==> src/pkg/ntu_pkg.sv <==
// constants, types and register map of the notch configuration and resonance supervisor
package ntu_pkg;

	// ************************************************************
	// timing
	// ************************************************************
	localparam int unsigned     NTU_CLK_HZ          = 10_000_000;
	localparam int unsigned     NTU_SETTLE_FAST_MS  = 150;
	localparam int unsigned     NTU_SETTLE_SLOW_MS  = 500;
	localparam int unsigned     NTU_WARN_S          = 5;
	localparam int unsigned     NTU_NVM_PERIOD_MIN  = 5;
	localparam longint unsigned NTU_SETTLE_FAST_CYC = (longint'(NTU_SETTLE_FAST_MS) * NTU_CLK_HZ) / 1000;
	localparam longint unsigned NTU_SETTLE_SLOW_CYC = (longint'(NTU_SETTLE_SLOW_MS) * NTU_CLK_HZ) / 1000;
	localparam longint unsigned NTU_WARN_CYC        = longint'(NTU_WARN_S) * NTU_CLK_HZ;
	localparam longint unsigned NTU_NVM_PERIOD_CYC  = longint'(NTU_NVM_PERIOD_MIN) * 60 * NTU_CLK_HZ;

	// ************************************************************
	// register map, byte offsets
	// ************************************************************
	localparam logic [7:0] NTU_REG_NOTCH  = 8'h00;
	localparam logic [7:0] NTU_REG_MODE   = 8'h04;
	localparam logic [7:0] NTU_REG_FILT1  = 8'h08;
	localparam logic [7:0] NTU_REG_FILT2  = 8'h0C;
	localparam logic [7:0] NTU_REG_THRESH = 8'h10;
	localparam logic [7:0] NTU_REG_FILT3  = 8'h14;
	localparam logic [7:0] NTU_REG_FILT4  = 8'h18;
	localparam logic [7:0] NTU_REG_FILT5  = 8'h1C;
	localparam logic [7:0] NTU_REG_STAT   = 8'h20;
	localparam logic [7:0] NTU_REG_MASK   = 8'h24;
	localparam logic [7:0] NTU_REG_COUNT  = 8'h28;
	localparam logic [7:0] NTU_REG_LIVE   = 8'h2C;

	// field positions
	localparam int unsigned NTU_NOTCH_DEPTH_POS = 8;
	localparam int unsigned NTU_MODE_TUNE_POS   = 2;
	localparam int unsigned NTU_MODE_F2SEL_POS  = 4;
	localparam int unsigned NTU_STAT_UPD        = 0;
	localparam int unsigned NTU_STAT_NVM        = 1;
	localparam int unsigned NTU_STAT_APPLY      = 2;

	// reset values
	localparam logic [15:0] NTU_FILT_RST   = 16'h1194;
	localparam logic [15:0] NTU_THRESH_RST = 16'h0032;

	// ************************************************************
	// values and types
	// ************************************************************
	localparam logic [15:0] NTU_MIN_DET_HZ    = 16'h0064;
	localparam logic [17:0] NTU_FAST_MIN_CHZ  = 18'h001C2;
	localparam logic [1:0]  NTU_TUNE_OFF      = 2'h0;
	localparam logic [1:0]  NTU_TUNE_MANUAL   = 2'h2;

	typedef enum logic [1:0] {NTU_MODE_OFF, NTU_MODE_CHANGE, NTU_MODE_AUTO} ntu_mode_t;

	typedef struct packed {
		logic        valid;
		logic [15:0] level;
		logic [15:0] freq;
	} ntu_det_t;

	typedef struct packed {
		logic        enable;
		logic [17:0] freq_chz;
		logic [8:0]  depth_ddb;
	} ntu_notch_t;

endpackage : ntu_pkg

==> src/hdl/ntu_notch_decode.sv <==
// lookup of command notch centre frequency and depth
`timescale 1ns/1ps
`default_nettype none

module ntu_notch_decode
	import ntu_pkg::*;
(
	input  wire logic [6:0] i_code,
	input  wire logic [3:0] i_depth,
	output ntu_notch_t      o_notch
);

	// ************************************************************
	// tables
	// ************************************************************
	// centre frequency in 0.01 Hz; unlisted codes read 0 and act as off
	localparam logic [17:0] FREQ_TBL [0:127] = '{
		18'd0,    18'd200000, 18'd100000, 18'd66600, 18'd50000, 18'd0,     18'd40000, 18'd33300,
		18'd28500, 18'd25000, 18'd22200,  18'd20000, 18'd18100, 18'd16600, 18'd0,     18'd15300,
		18'd14200, 18'd13300, 18'd12500,  18'd11700, 18'd11100, 18'd10500, 18'd10000, 18'd9500,
		18'd0,    18'd9000,   18'd8600,   18'd8300,  18'd8000,  18'd7600,  18'd7400,  18'd7100,
		18'd0,    18'd6600,   18'd6200,   18'd5800,  18'd5500,  18'd5200,  18'd5000,  18'd4700,
		18'd0,    18'd4500,   18'd4300,   18'd4100,  18'd4000,  18'd3800,  18'd3700,  18'd3500,
		18'd3450, 18'd3330,   18'd3130,   18'd2940,  18'd2780,  18'd2630,  18'd2500,  18'd0,
		18'd2380, 18'd2270,   18'd2170,   18'd2080,  18'd2000,  18'd1920,  18'd1850,  18'd1790,
		18'd1720, 18'd1670,   18'd1560,   18'd1470,  18'd1390,  18'd1320,  18'd1250,  18'd0,
		18'd1190, 18'd1140,   18'd1090,   18'd1040,  18'd1000,  18'd960,   18'd930,   18'd890,
		18'd860,  18'd830,    18'd780,    18'd740,   18'd690,   18'd660,   18'd630,   18'd0,
		18'd600,  18'd570,    18'd540,    18'd520,   18'd500,   18'd480,   18'd460,   18'd450,
		18'd431,  18'd417,    18'd391,    18'd368,   18'd347,   18'd329,   18'd313,   18'd0,
		18'd298,  18'd284,    18'd272,    18'd260,   18'd250,   18'd240,   18'd231,   18'd223,
		18'd0,    18'd208,    18'd195,    18'd184,   18'd174,   18'd164,   18'd156,   18'd0,
		18'd149,  18'd142,    18'd136,    18'd130,   18'd125,   18'd120,   18'd116,   18'd112
	};
	// depth magnitude in 0.1 dB, deepest first
	localparam logic [8:0] DEPTH_TBL [0:15] = '{
		9'd400, 9'd241, 9'd181, 9'd145, 9'd120, 9'd101, 9'd85, 9'd72,
		9'd60,  9'd50,  9'd41,  9'd33,  9'd25,  9'd18,  9'd12, 9'd6
	};

	// plain lookup; the caller registers the result
	always_comb begin
		o_notch.freq_chz  = FREQ_TBL[i_code];
		o_notch.enable    = (FREQ_TBL[i_code] != 18'h00000);
		o_notch.depth_ddb = DEPTH_TBL[i_depth];
	end

endmodule // ntu_notch_decode

`default_nettype wire

==> src/hdl/ntu_supervisor.sv <==
// notch configuration and vibration supervisor with register port
//
// The register addresses and strobed register access are this design's own decisions.
`timescale 1ns/1ps
`default_nettype none

module ntu_supervisor
	import ntu_pkg::*;
#(
	parameter int unsigned P_SETTLE_FAST_CYC = 32'(NTU_SETTLE_FAST_CYC),
	parameter int unsigned P_SETTLE_SLOW_CYC = 32'(NTU_SETTLE_SLOW_CYC),
	parameter int unsigned P_WARN_CYC        = 32'(NTU_WARN_CYC),
	parameter int unsigned P_NVM_CYC         = 32'(NTU_NVM_PERIOD_CYC)
)(
	input  wire logic        I_CLK,
	input  wire logic        I_SYS_RST,
	input  wire logic [7:0]  I_ADDR,
	input  wire logic [31:0] I_WDATA,
	input  wire logic        I_WR,
	input  wire logic        I_RD,
	input  wire ntu_det_t    I_DET,
	input  wire logic        I_SERVO_LOCK,
	output logic [31:0]      O_RDATA,
	output logic             O_IRQ,
	output ntu_notch_t       O_NOTCH,
	output logic [15:0]      O_FILT_ONE,
	output logic [15:0]      O_FILT_TWO,
	output logic             O_TOUGH_WARN,
	output logic             O_NVM_SAVE
);

	// ************************************************************
	// helpers
	// ************************************************************
	// true when f lies within +-30 percent of the set value
	function automatic logic ntu_in_band(input logic [15:0] f, input logic [15:0] s);
		logic [19:0] a;
		a = 20'(f) * 20'd10;
		return (a >= 20'(s) * 20'd7) && (a <= 20'(s) * 20'd13);
	endfunction

	function automatic logic [15:0] ntu_dist(input logic [15:0] a, input logic [15:0] b);
		return (a >= b) ? (a - b) : (b - a);
	endfunction

	// ************************************************************
	// state
	// ************************************************************
	logic [10:0] notch_set, next_notch_set;
	logic [10:0] notch_live, next_notch_live;
	ntu_mode_t   mode, next_mode;
	logic [1:0]  tune, next_tune;
	logic        f2_sel, next_f2_sel;
	logic [15:0] filt1, next_filt1;
	logic [15:0] filt2, next_filt2;
	logic [15:0] thresh, next_thresh;
	logic [15:0] filt3, next_filt3;
	logic [15:0] filt4, next_filt4;
	logic [15:0] filt5, next_filt5;
	logic [2:0]  stat, next_stat;
	logic [2:0]  mask, next_mask;
	logic [15:0] count, next_count;
	logic [31:0] settle, next_settle;
	logic [31:0] warn_cnt, next_warn_cnt;
	logic [31:0] nvm_timer, next_nvm_timer;
	logic        nvm_dirty, next_nvm_dirty;
	logic [31:0] next_rdata;
	logic        next_irq;
	logic        next_warn;

	ntu_notch_t  live_dec;
	logic        det_ok, f1_man, f1_en, f2_en, win1, win2, pick1;
	logic        upd, upd1, upd2, apply, save_now, pending;
	logic [31:0] settle_need;

	// decoded view of the notch setting now in force
	ntu_notch_decode u_dec (
		.i_code  (notch_live[6:0]),
		.i_depth (notch_live[10:7]),
		.o_notch (live_dec)
	);

	// ************************************************************
	// resonance supervisor qualification
	// ************************************************************
	// everything is judged in the detector's own sample cycle
	always_comb begin
		f1_en  = (tune != NTU_TUNE_OFF);
		f1_man = (tune == NTU_TUNE_MANUAL);
		f2_en  = f2_sel;
		win1   = f1_man && ntu_in_band(I_DET.freq, filt1);
		win2   = f2_en && ntu_in_band(I_DET.freq, filt2);
		pick1  = ntu_dist(I_DET.freq, filt1) <= ntu_dist(I_DET.freq, filt2);
		det_ok = I_DET.valid && (mode != NTU_MODE_OFF)
			&& (I_DET.level > thresh)
			&& (I_DET.freq > NTU_MIN_DET_HZ);
		upd1 = 1'b0;
		upd2 = 1'b0;
		if (det_ok) begin
			if (f1_en && f2_en) begin
				// nearest wins, a tie goes to filter one
				upd1 = (win1 || win2) && pick1;
				upd2 = (win1 || win2) && !pick1;
			end else if (mode == NTU_MODE_AUTO && !f1_en && !f2_en) begin
				upd1 = 1'b1;
			end else if (mode == NTU_MODE_AUTO && !f2_en) begin
				upd2 = 1'b1;
			end else if (mode == NTU_MODE_AUTO && !f1_en) begin
				upd1 = 1'b1;
			end else begin
				upd1 = win1;
				upd2 = win2;
			end
		end
		upd = upd1 || upd2;
	end

	// ************************************************************
	// notch settle timer and storage throttle
	// ************************************************************
	always_comb begin
		pending     = (notch_set != notch_live);
		// a disabled notch has no settling to wait for, so the short wait applies
		settle_need = (!live_dec.enable || live_dec.freq_chz >= NTU_FAST_MIN_CHZ)
			? P_SETTLE_FAST_CYC : P_SETTLE_SLOW_CYC;
		apply       = pending && I_SERVO_LOCK && (settle >= settle_need - 32'h00000001);
		save_now    = nvm_dirty && (nvm_timer >= P_NVM_CYC);
	end

	// ************************************************************
	// next state for all registers
	// ************************************************************
	always_comb begin
		next_notch_set = notch_set;
		next_mode      = mode;
		next_tune      = tune;
		next_f2_sel    = f2_sel;
		next_filt1     = filt1;
		next_filt2     = filt2;
		next_thresh    = thresh;
		next_filt3     = filt3;
		next_filt4     = filt4;
		next_filt5     = filt5;
		next_mask      = mask;
		// software writes
		if (I_WR) begin
			unique case (I_ADDR)
				NTU_REG_NOTCH: begin
					next_notch_set = {I_WDATA[NTU_NOTCH_DEPTH_POS +: 4], I_WDATA[6:0]};
				end
				NTU_REG_MODE: begin
					unique case (I_WDATA[1:0])
						2'h1:    next_mode = NTU_MODE_CHANGE;
						2'h2:    next_mode = NTU_MODE_AUTO;
						default: next_mode = NTU_MODE_OFF;
					endcase
					next_tune   = I_WDATA[NTU_MODE_TUNE_POS +: 2];
					next_f2_sel = I_WDATA[NTU_MODE_F2SEL_POS];
				end
				NTU_REG_FILT1:  next_filt1  = I_WDATA[15:0];
				NTU_REG_FILT2:  next_filt2  = I_WDATA[15:0];
				NTU_REG_THRESH: next_thresh = I_WDATA[15:0];
				NTU_REG_FILT3:  next_filt3  = I_WDATA[15:0];
				NTU_REG_FILT4:  next_filt4  = I_WDATA[15:0];
				NTU_REG_FILT5:  next_filt5  = I_WDATA[15:0];
				NTU_REG_MASK:   next_mask   = I_WDATA[2:0];
				default: ;
			endcase
		end
		// hardware rewrite wins over a software write in the same cycle
		if (upd1) next_filt1 = I_DET.freq;
		if (upd2) next_filt2 = I_DET.freq;

		// notch setting takes effect only after lock has held long enough
		next_notch_live = apply ? notch_set : notch_live;
		next_settle     = (!pending || !I_SERVO_LOCK || apply) ? 32'h00000000 : settle + 32'h00000001;

		// warning window and event count
		next_count    = upd ? count + 16'h0001 : count;
		next_warn_cnt = upd ? P_WARN_CYC
			: (warn_cnt != 32'h00000000) ? warn_cnt - 32'h00000001 : warn_cnt;
		next_warn     = (next_warn_cnt != 32'h00000000);

		// storage copy: dirty set wins over the clear
		next_nvm_dirty = upd || (nvm_dirty && !save_now);
		next_nvm_timer = save_now ? 32'h00000001
			: (nvm_timer < P_NVM_CYC) ? nvm_timer + 32'h00000001 : nvm_timer;

		// sticky status: a read clears, a new event in that cycle survives
		next_stat = ((I_RD && I_ADDR == NTU_REG_STAT) ? 3'h0 : stat)
			| {apply, save_now, upd};
		next_irq  = |(next_stat & next_mask);

		// read data stand only in the cycle after the strobe
		next_rdata = 32'h00000000;
		if (I_RD) begin
			unique case (I_ADDR)
				NTU_REG_NOTCH:  next_rdata = {20'h00000, notch_set[10:7], 1'b0, notch_set[6:0]};
				NTU_REG_MODE:   next_rdata = {27'h0000000, f2_sel, tune, mode};
				NTU_REG_FILT1:  next_rdata = {16'h0000, filt1};
				NTU_REG_FILT2:  next_rdata = {16'h0000, filt2};
				NTU_REG_THRESH: next_rdata = {16'h0000, thresh};
				NTU_REG_FILT3:  next_rdata = {16'h0000, filt3};
				NTU_REG_FILT4:  next_rdata = {16'h0000, filt4};
				NTU_REG_FILT5:  next_rdata = {16'h0000, filt5};
				NTU_REG_STAT:   next_rdata = {29'h00000000, stat};
				NTU_REG_MASK:   next_rdata = {29'h00000000, mask};
				NTU_REG_COUNT:  next_rdata = {16'h0000, count};
				NTU_REG_LIVE:   next_rdata = {20'h00000, notch_live[10:7], 1'b0, notch_live[6:0]};
				default:        next_rdata = 32'h00000000;
			endcase
		end
	end

	// ************************************************************
	// registers
	// ************************************************************
	always_ff @(posedge I_CLK) begin
		if (I_SYS_RST) begin
			notch_set    <= 11'h000;
			notch_live   <= 11'h000;
			mode         <= NTU_MODE_OFF;
			tune         <= NTU_TUNE_OFF;
			f2_sel       <= 1'b0;
			filt1        <= NTU_FILT_RST;
			filt2        <= NTU_FILT_RST;
			thresh       <= NTU_THRESH_RST;
			filt3        <= NTU_FILT_RST;
			filt4        <= NTU_FILT_RST;
			filt5        <= NTU_FILT_RST;
			stat         <= 3'h0;
			mask         <= 3'h0;
			count        <= 16'h0000;
			settle       <= 32'h00000000;
			warn_cnt     <= 32'h00000000;
			nvm_timer    <= 32'h00000000;
			nvm_dirty    <= 1'b0;
			O_RDATA      <= 32'h00000000;
			O_IRQ        <= 1'b0;
			O_NOTCH      <= '0;
			O_FILT_ONE   <= NTU_FILT_RST;
			O_FILT_TWO   <= NTU_FILT_RST;
			O_TOUGH_WARN <= 1'b0;
			O_NVM_SAVE   <= 1'b0;
		end else begin
			notch_set    <= next_notch_set;
			notch_live   <= next_notch_live;
			mode         <= next_mode;
			tune         <= next_tune;
			f2_sel       <= next_f2_sel;
			filt1        <= next_filt1;
			filt2        <= next_filt2;
			thresh       <= next_thresh;
			filt3        <= next_filt3;
			filt4        <= next_filt4;
			filt5        <= next_filt5;
			stat         <= next_stat;
			mask         <= next_mask;
			count        <= next_count;
			settle       <= next_settle;
			warn_cnt     <= next_warn_cnt;
			nvm_timer    <= next_nvm_timer;
			nvm_dirty    <= next_nvm_dirty;
			O_RDATA      <= next_rdata;
			O_IRQ        <= next_irq;
			O_NOTCH      <= live_dec;     // one cycle behind the live setting
			O_FILT_ONE   <= next_filt1;
			O_FILT_TWO   <= next_filt2;
			O_TOUGH_WARN <= next_warn;
			O_NVM_SAVE   <= save_now;
		end
	end
endmodule // ntu_supervisor

`default_nettype wire

==> config.mk <==
export PLATFORM = sky130hd
export DESIGN_NAME = ntu_supervisor
export DESIGN_NICKNAME = d
export VERILOG_FILES = /design/src/pkg/ntu_pkg.sv /design/src/hdl/ntu_notch_decode.sv /design/src/hdl/ntu_supervisor.sv
export SDC_FILE = /design/constraint.sdc
export NUM_CORES = 1
export LEC_CHECK = 0
export BUFFER_PORTS_ARGS = -buffer_cell sky130_fd_sc_hd__buf_4
export CAP_MARGIN = 25
export CORE_MARGIN = 2
export CORE_UTILIZATION = 45
export CTS_BUF_LIST = sky130_fd_sc_hd__clkbuf_16
export DETAILED_ROUTE_END_ITERATION = 16
export RECOVER_POWER = 100
export SLEW_MARGIN = 20
export SYNTH_ARGS = -nofsm -noshare
export SYNTH_HDL_FRONTEND = slang
export SYNTH_SLANG_ARGS = --single-unit
==> constraint.sdc <==
create_clock -name I_CLK -period 9.5 [get_ports I_CLK]
set_input_delay 1.425 -clock I_CLK [delete_from_list [all_inputs] [get_ports I_CLK]]
set_output_delay 1.425 -clock I_CLK [all_outputs]
set_load 0.01 [all_outputs]
* After elaboration in Yosys (flattened, before gate mapping)
Memories as Yosys holds them, arrays and structs flattened. A register that Yosys moved wholly into a read port is not among the register bits. Index checks and enable logic that the tools add are counted.
Operators by class: mux-type cells 30, order comparisons 14, $mul 5, reduce and logical (&&, ||, !) cells 54, eq/ne operators 16, $add $sub $neg 9, bitwise logic cells 5
Operators by type and width (count):
- 16-bit case mux with 12 select lines | 1
- 16-bit two-way mux | 8
- 32-bit by 1-bit adder with 32-bit output (second input constant) | 2
- 32-bit two-way mux | 2
- 32-bit nonzero test | 2
- 16-bit subtractor | 4
- 16-bit by 3-bit multiplier with 19-bit output (second input constant) | 3
- 20-bit by 19-bit >= comparator with 1-bit output | 2
- 20-bit less-or-equal comparator | 2
- 16-bit by 4-bit multiplier with 20-bit output (second input constant) | 2
- 18-bit two-way mux | 2
- 8-bit by 5-bit equality test with 1-bit output (second input constant) | 4
- 8-bit by 6-bit equality test with 1-bit output (second input constant) | 4
- 16-bit >= comparator | 2
- 32-bit >= comparator | 1
- 32-bit >= comparator (second input constant) | 1
- 32-bit < comparator (second input constant) | 1
- 32-bit by 1-bit subtractor with 32-bit output (second input constant) | 1
- 23-bit by 1-bit subtractor with 24-bit output (second input constant) | 1
- 23-bit two-way mux | 1
- 18-bit by 9-bit >= comparator with 1-bit output (second input constant) | 1
- 1-bit logical AND | 18
- 18-bit nonzero test | 1
- 16-bit by 1-bit adder with 16-bit output (second input constant) | 1
- 24 further kinds | 66
Word-level totals: register bits 296, memories 2, word-level logic and storage cells 160, input port bits 78, bits in read-only memories 2448
Memories:
- (name not given) | words 128, width 18, read ports 1, clocked after memory_dff 0, write ports 0, RTL line ntu_notch_decode.sv:43 | o_notch.freq_chz = FREQ_TBL[i_code];
- (name not given) | words 16, width 9, read ports 1, clocked after memory_dff 1, write ports 0, RTL line ntu_notch_decode.sv:45 | o_notch.depth_ddb = DEPTH_TBL[i_depth];

* Depth between registers and ports, before layout
word-level depth 14, mapped depth 28, mapped depth without buffers 26

* Modules after synthesis
From an unflattened synthesis, not the netlist that was laid out.
Unflattened totals: cells, all modules 3150, area, all modules 25474.4 µm²
By module, submodules not included:
- ntu_supervisor | cells each 2790, area an instance 23095.9 µm², times used 1
- ntu_notch_decode | cells each 360, area an instance 2378.5 µm², times used 1

* Least setup slack after synthesis
OpenSTA, ideal clock, no wires.
path type input port to flip-flop, start in I_DET[1] (netlist bit), end reg count[11], required time 9.377 ns, slack 3.144 ns, data arrival time 6.233 ns, cell stages on the path 25, cells stage by stage ha_1 -> ha_1 -> inv_1 -> fa_1 -> nor2b_1 -> o21ai_0 -> a21boi_0 -> o21ai_0 -> nand2b_1 -> a21oi_1 -> o21ai_0 -> a31oi_1 -> a21oi_1 -> xor2_1 -> ha_1 -> nand4_1 -> nor2_1 -> nand3_1 -> or4_1 -> o21a_1 -> a2111oi_2 -> nor2_1 -> a211oi_2 -> and4_1 -> mux2_1
On the way: word-level cells in the longest chain between the ends 10
RTL lines:
- start: declaration | RTL line ntu_supervisor.sv:21 | input wire ntu_det_t I_DET,
- 16-bit by 3-bit multiplier with 19-bit output | RTL line ntu_supervisor.sv:38 | a = 20'(f) * 20'd10;
- 20-bit by 19-bit >= comparator with 1-bit output or 20-bit less-or-equal comparator (tied branches) | RTL line ntu_supervisor.sv:39 | return (a >= 20'(s) * 20'd7) && (a <= 20'(s) * 20'd13);
- 1-bit logical AND | RTL line ntu_supervisor.sv:39
- 1-bit logical AND (on tied branches) | RTL line ntu_supervisor.sv:91, ntu_supervisor.sv:92
- 1-bit two-way mux | RTL line ntu_supervisor.sv:108 | end else if (mode == NTU_MODE_AUTO && !f1_en) begin
- 1-bit two-way mux | RTL line ntu_supervisor.sv:106 | end else if (mode == NTU_MODE_AUTO && !f2_en) begin
- 1-bit two-way mux | RTL line ntu_supervisor.sv:104 | end else if (mode == NTU_MODE_AUTO && !f1_en && !f2_en) begin
- 1-bit two-way mux | RTL line ntu_supervisor.sv:100 | if (f1_en && f2_en) begin
- 1-bit two-way mux | RTL line ntu_supervisor.sv:99 | if (det_ok) begin
- 1-bit logical OR (*) | RTL line ntu_supervisor.sv:115 | upd = upd1 || upd2;
- end signal: assignment | RTL line ntu_supervisor.sv:259 | count <= next_count;
- end: declaration | RTL line ntu_supervisor.sv:62 | logic [15:0] count, next_count;
Mark *: on every way between the ends. The rest lies on a longest branch, timed or not. A chain may end at the register's enable or synchronous reset.

* Worst setup path in the final report
start in I_DET[0] (netlist bit), end reg filt1[4]
On the way: word-level cells in the longest chain between the ends 11
RTL lines:
- 16-bit by 3-bit multiplier with 19-bit output | RTL line ntu_supervisor.sv:38
- 20-bit by 19-bit >= comparator with 1-bit output or 20-bit less-or-equal comparator (tied branches) | RTL line ntu_supervisor.sv:39
- 1-bit logical AND | RTL line ntu_supervisor.sv:39
- 1-bit logical AND | RTL line ntu_supervisor.sv:91 | win1 = f1_man && ntu_in_band(I_DET.freq, filt1);
- 1-bit two-way mux | RTL line ntu_supervisor.sv:108
- 1-bit two-way mux | RTL line ntu_supervisor.sv:106
- 1-bit two-way mux | RTL line ntu_supervisor.sv:104
- 1-bit two-way mux | RTL line ntu_supervisor.sv:100
- 1-bit two-way mux (*) | RTL line ntu_supervisor.sv:99
- 2-bit nonzero test (no source line)
- 2-bit AND reduction (no source line)
- end signal: assignment | RTL line ntu_supervisor.sv:251 | filt1 <= next_filt1;
- end: declaration | RTL line ntu_supervisor.sv:54 | logic [15:0] filt1, next_filt1;
Marked as above.

==> out/qor.txt <==
Outcome = complete, but fails checks
Failing checks = capacitance limit, slew limit
I/O Pins = 173
Max-slew headroom = -1.66
Cells after Synth = 3150
# setup viols final = 0
Post-detail-place hpwl = 62500 µm
Router iterations before antenna repair = 10
Met1 track demand over resource = 0.390
Logic pwr share = 0.305
Vias in the first global route = 22400
Row cnt = 87
Synth area leaders = dfxtp_1 23%, ha_1 16%, a21oi_1 5.4%
Setup TNS = 0 ns
Drc violations = 0
Clock slew at reported path FFs = 0.06 ns
Critical path's top delay family = compound AO/OA/AOI/OAI gates
CP Data Arrival Time = 8.79 ns
TritonCTS Buffers = 30
Post-synth top cells = 331 x ha_1, 311 x nand2_1, 289 x dfxtp_1
Mapped Area = 25400 µm²
CTS tree = built
Pin count of the biggest net entering global routing = 86
Die Area = 58300 µm²
P per Cell Area = 133 nW/µm²
GR Layer Usage met2 = 0.428
Period minus WS final = 8.42 ns
Max-cap violation count = 4
CP required = 9.88 ns
Top cell type's share of synthesized area = 0.228
Leakage = 11.5 nW
Hold buffers post-CTS = 0
Clk_skew = 0.0234 ns
Vias/cell = 5.88
Initial antenna violation count = 3
Layout cells sized above 1 = 0.0557
Max frequency = 119 MHz
Clock power frac = 0.322
Slowest CP cell = clkbuf_1
Syn. warnings = 0
Internal = 2.40 mW
Nets = 3682
Total Routing Usage GR = 0.276
Critical path buffer and inverter count = 5
Psw = 1.27 mW
Most frequent cell after synthesis = ha_1
Setup Fix Bufs, Post-CTS = 0
Met3 usage = 0.0505
Initial Util = 0.453
Routed Antenna Nets = 0
Seq/Total Area, Yosys = 0.228
Final Cell Area = 27600 µm²
WS Path Type = in2reg
Cell Area, Placed = 27000 µm²
Final period utilization = 0.886
RSZ-0062 raised after global routing = false
Final Slew Violations = 227
Worst-skew pair later-pin latency = 0.60 ns
Crit path launch type = input pin
Overall die height = 242 µm
Sw frac = 0.346
Remaining global-route overflow = 0
Number of filler instances in the final layout = 5439
Antenna Cells = 0
Top FF cell, synth = dfxtp_1
Clock buffer depth = 3
Pwr Total = 3.67 mW
Hold Path Class = reg2reg
CTS resizes = 0
Core Area = 56100 µm²
Largest area contributor in the netlist = dfxtp_1
Reg2reg setup slack = 1.30 ns
Finished Layout Cells = 3988
Reg power frac = 0.372
Max stage delay on crit path = 1.01 ns
Share of synthesized flip-flops with an asynchronous set or reset = 0
WL/cell = 20.7 µm
VDD IR max = 0.193 mV
Syn Area/Cell = 8.06 µm²
Crit-path max FO = 26
Vias = 23400
CP cell instances = buf_4 -> inv_1 -> ha_1 -> inv_1 -> fa_1 -> a211oi_1 -> o21ai_0 -> a2111oi_0 -> o31ai_4 -> buf_4 -> nor3_1 -> a21oi_1 -> a221o_1 -> a221oi_2 -> xor2_1 -> ha_1 -> nand4_1 -> or2_2 -> o32ai_1 -> o21ai_0 -> a21oi_2 -> clkbuf_1 -> mux2i_1 -> nand2_1
Post-synth EDFFs = 0
Area Overhead vs Synth = 8.69%
Fin. Hold Viols = 0
Port Buffers = 140
Flops & latches, synth = 289
Global-route wire length before repair = 129000 µm
Root buffer cell = clkbuf_16
GR peak layer = met2
WL final = 82600 µm
Worst slew pin tran = 4.00 ns
CTS Sinks = 289
Initial DRC Count = 2210
Final RePlAce weighted congestion = 0.911
# placed instances = 3931
CP endpoint kind = flop
Synth cell types = 91
H-tree levels = 1
Die W = 242 µm
cell usage in the layout (no fill, tap or decap), types with 13 or more instances in the layout:
cell,n
conb_1,24
a22oi_1,42
mux2_2,13
and2_1,18
nor2b_1,33
a21o_1,76
mux2i_1,55
nand4_1,43
dfxtp_1,288
o21ai_0,117
fa_1,65
nor3_1,60
inv_1,209
nand2_1,311
and3_1,41
a21oi_1,272
xnor2_1,114
or3_1,18
ha_1,331
nor4_1,17
o211ai_1,21
a31oi_1,37
nor2_1,281
buf_4,82
a211oi_1,72
o21bai_1,32
a221oi_1,15
clkbuf_1,88
clkbuf_16,30
xor2_1,72
o21a_1,23
nand3_1,78
per-layer routing:
metal	wire, µm	part of all wire
met4	2650	0.032
met3	6140	0.074
met2	35900	0.44
met5	37	0.00045
met1	37800	0.46
power groups by stage:
stage	clock network [mW]	registers (mW)	logic, mW
floorplan	0	1.37	0.863
finish	1.18	1.37	1.12
global placement	0	1.39	1.07
global route	1.25	1.38	1.25
detailed placement	0	1.39	1.10
CTS	1.20	1.36	1.11
worst min-delay path, stage by stage (launching register included):
cell and delay, ns:
dfxtp_1 0.31, nand2_1 0.05, a21oi_1 0.05
cells by family after synthesis:
logic type | count (synthesis) | synth area share
and+or+nand+nor | 988 | 0.184
AOI/OAI and AO/OA | 846 | 0.219
adders and majority gates | 396 | 0.214
buffers and inverters | 371 | 0.0601
DFF | 289 | 0.228
xor gates and xnor gates | 186 | 0.0642
muxes | 73 | 0.0310
other | 1 | 0.000148
flip-flops by register name, indices dropped and copies added, names as in the netlist, 28 cells and up:
signal and cells:
settle 32, nvm_timer 32, warn_cnt 32, O_NOTCH 28
area by class of cell:
class / instances / area [µm²] / area share
multi-input combinational: 2513 / 18200 / 0.658
tap: 756 / 946 / 0.0343
clock buffer: 30 / 751 / 0.0272
timing repair buffer: 170 / 946 / 0.0343
inverter: 204 / 766 / 0.0277
sequential: 289 / 5790 / 0.210
clock inverter: 26 / 230 / 0.00834
metrics by stage:
step / hold WS [ns] / worst slack, ns / utilization
2_1_floorplan: 0.436 / 3.14 / -
3_3_place_gp: 0.441 / 1.52 / 0.481
3_5_place_dp: 0.446 / 1.52 / 0.481
4_1_cts: 0.454 / 1.94 / 0.498
5_1_grt: 0.469 / 0.683 / 0.492
6_report: 0.454 / 1.08 / 0.492
final timing paths:
kind | depth (start not counted) | end | startpoint
setup / recovery | 24 | filt1[4] | I_DET[0]
hold / removal | 2 | filt4[5] | filt4[5]
setup reg to reg | 27 | count[13] | filt1[1]
hold reg to reg | 2 | filt4[5] | filt4[5]
No activity file was read; power rests on OpenSTA's default activity.
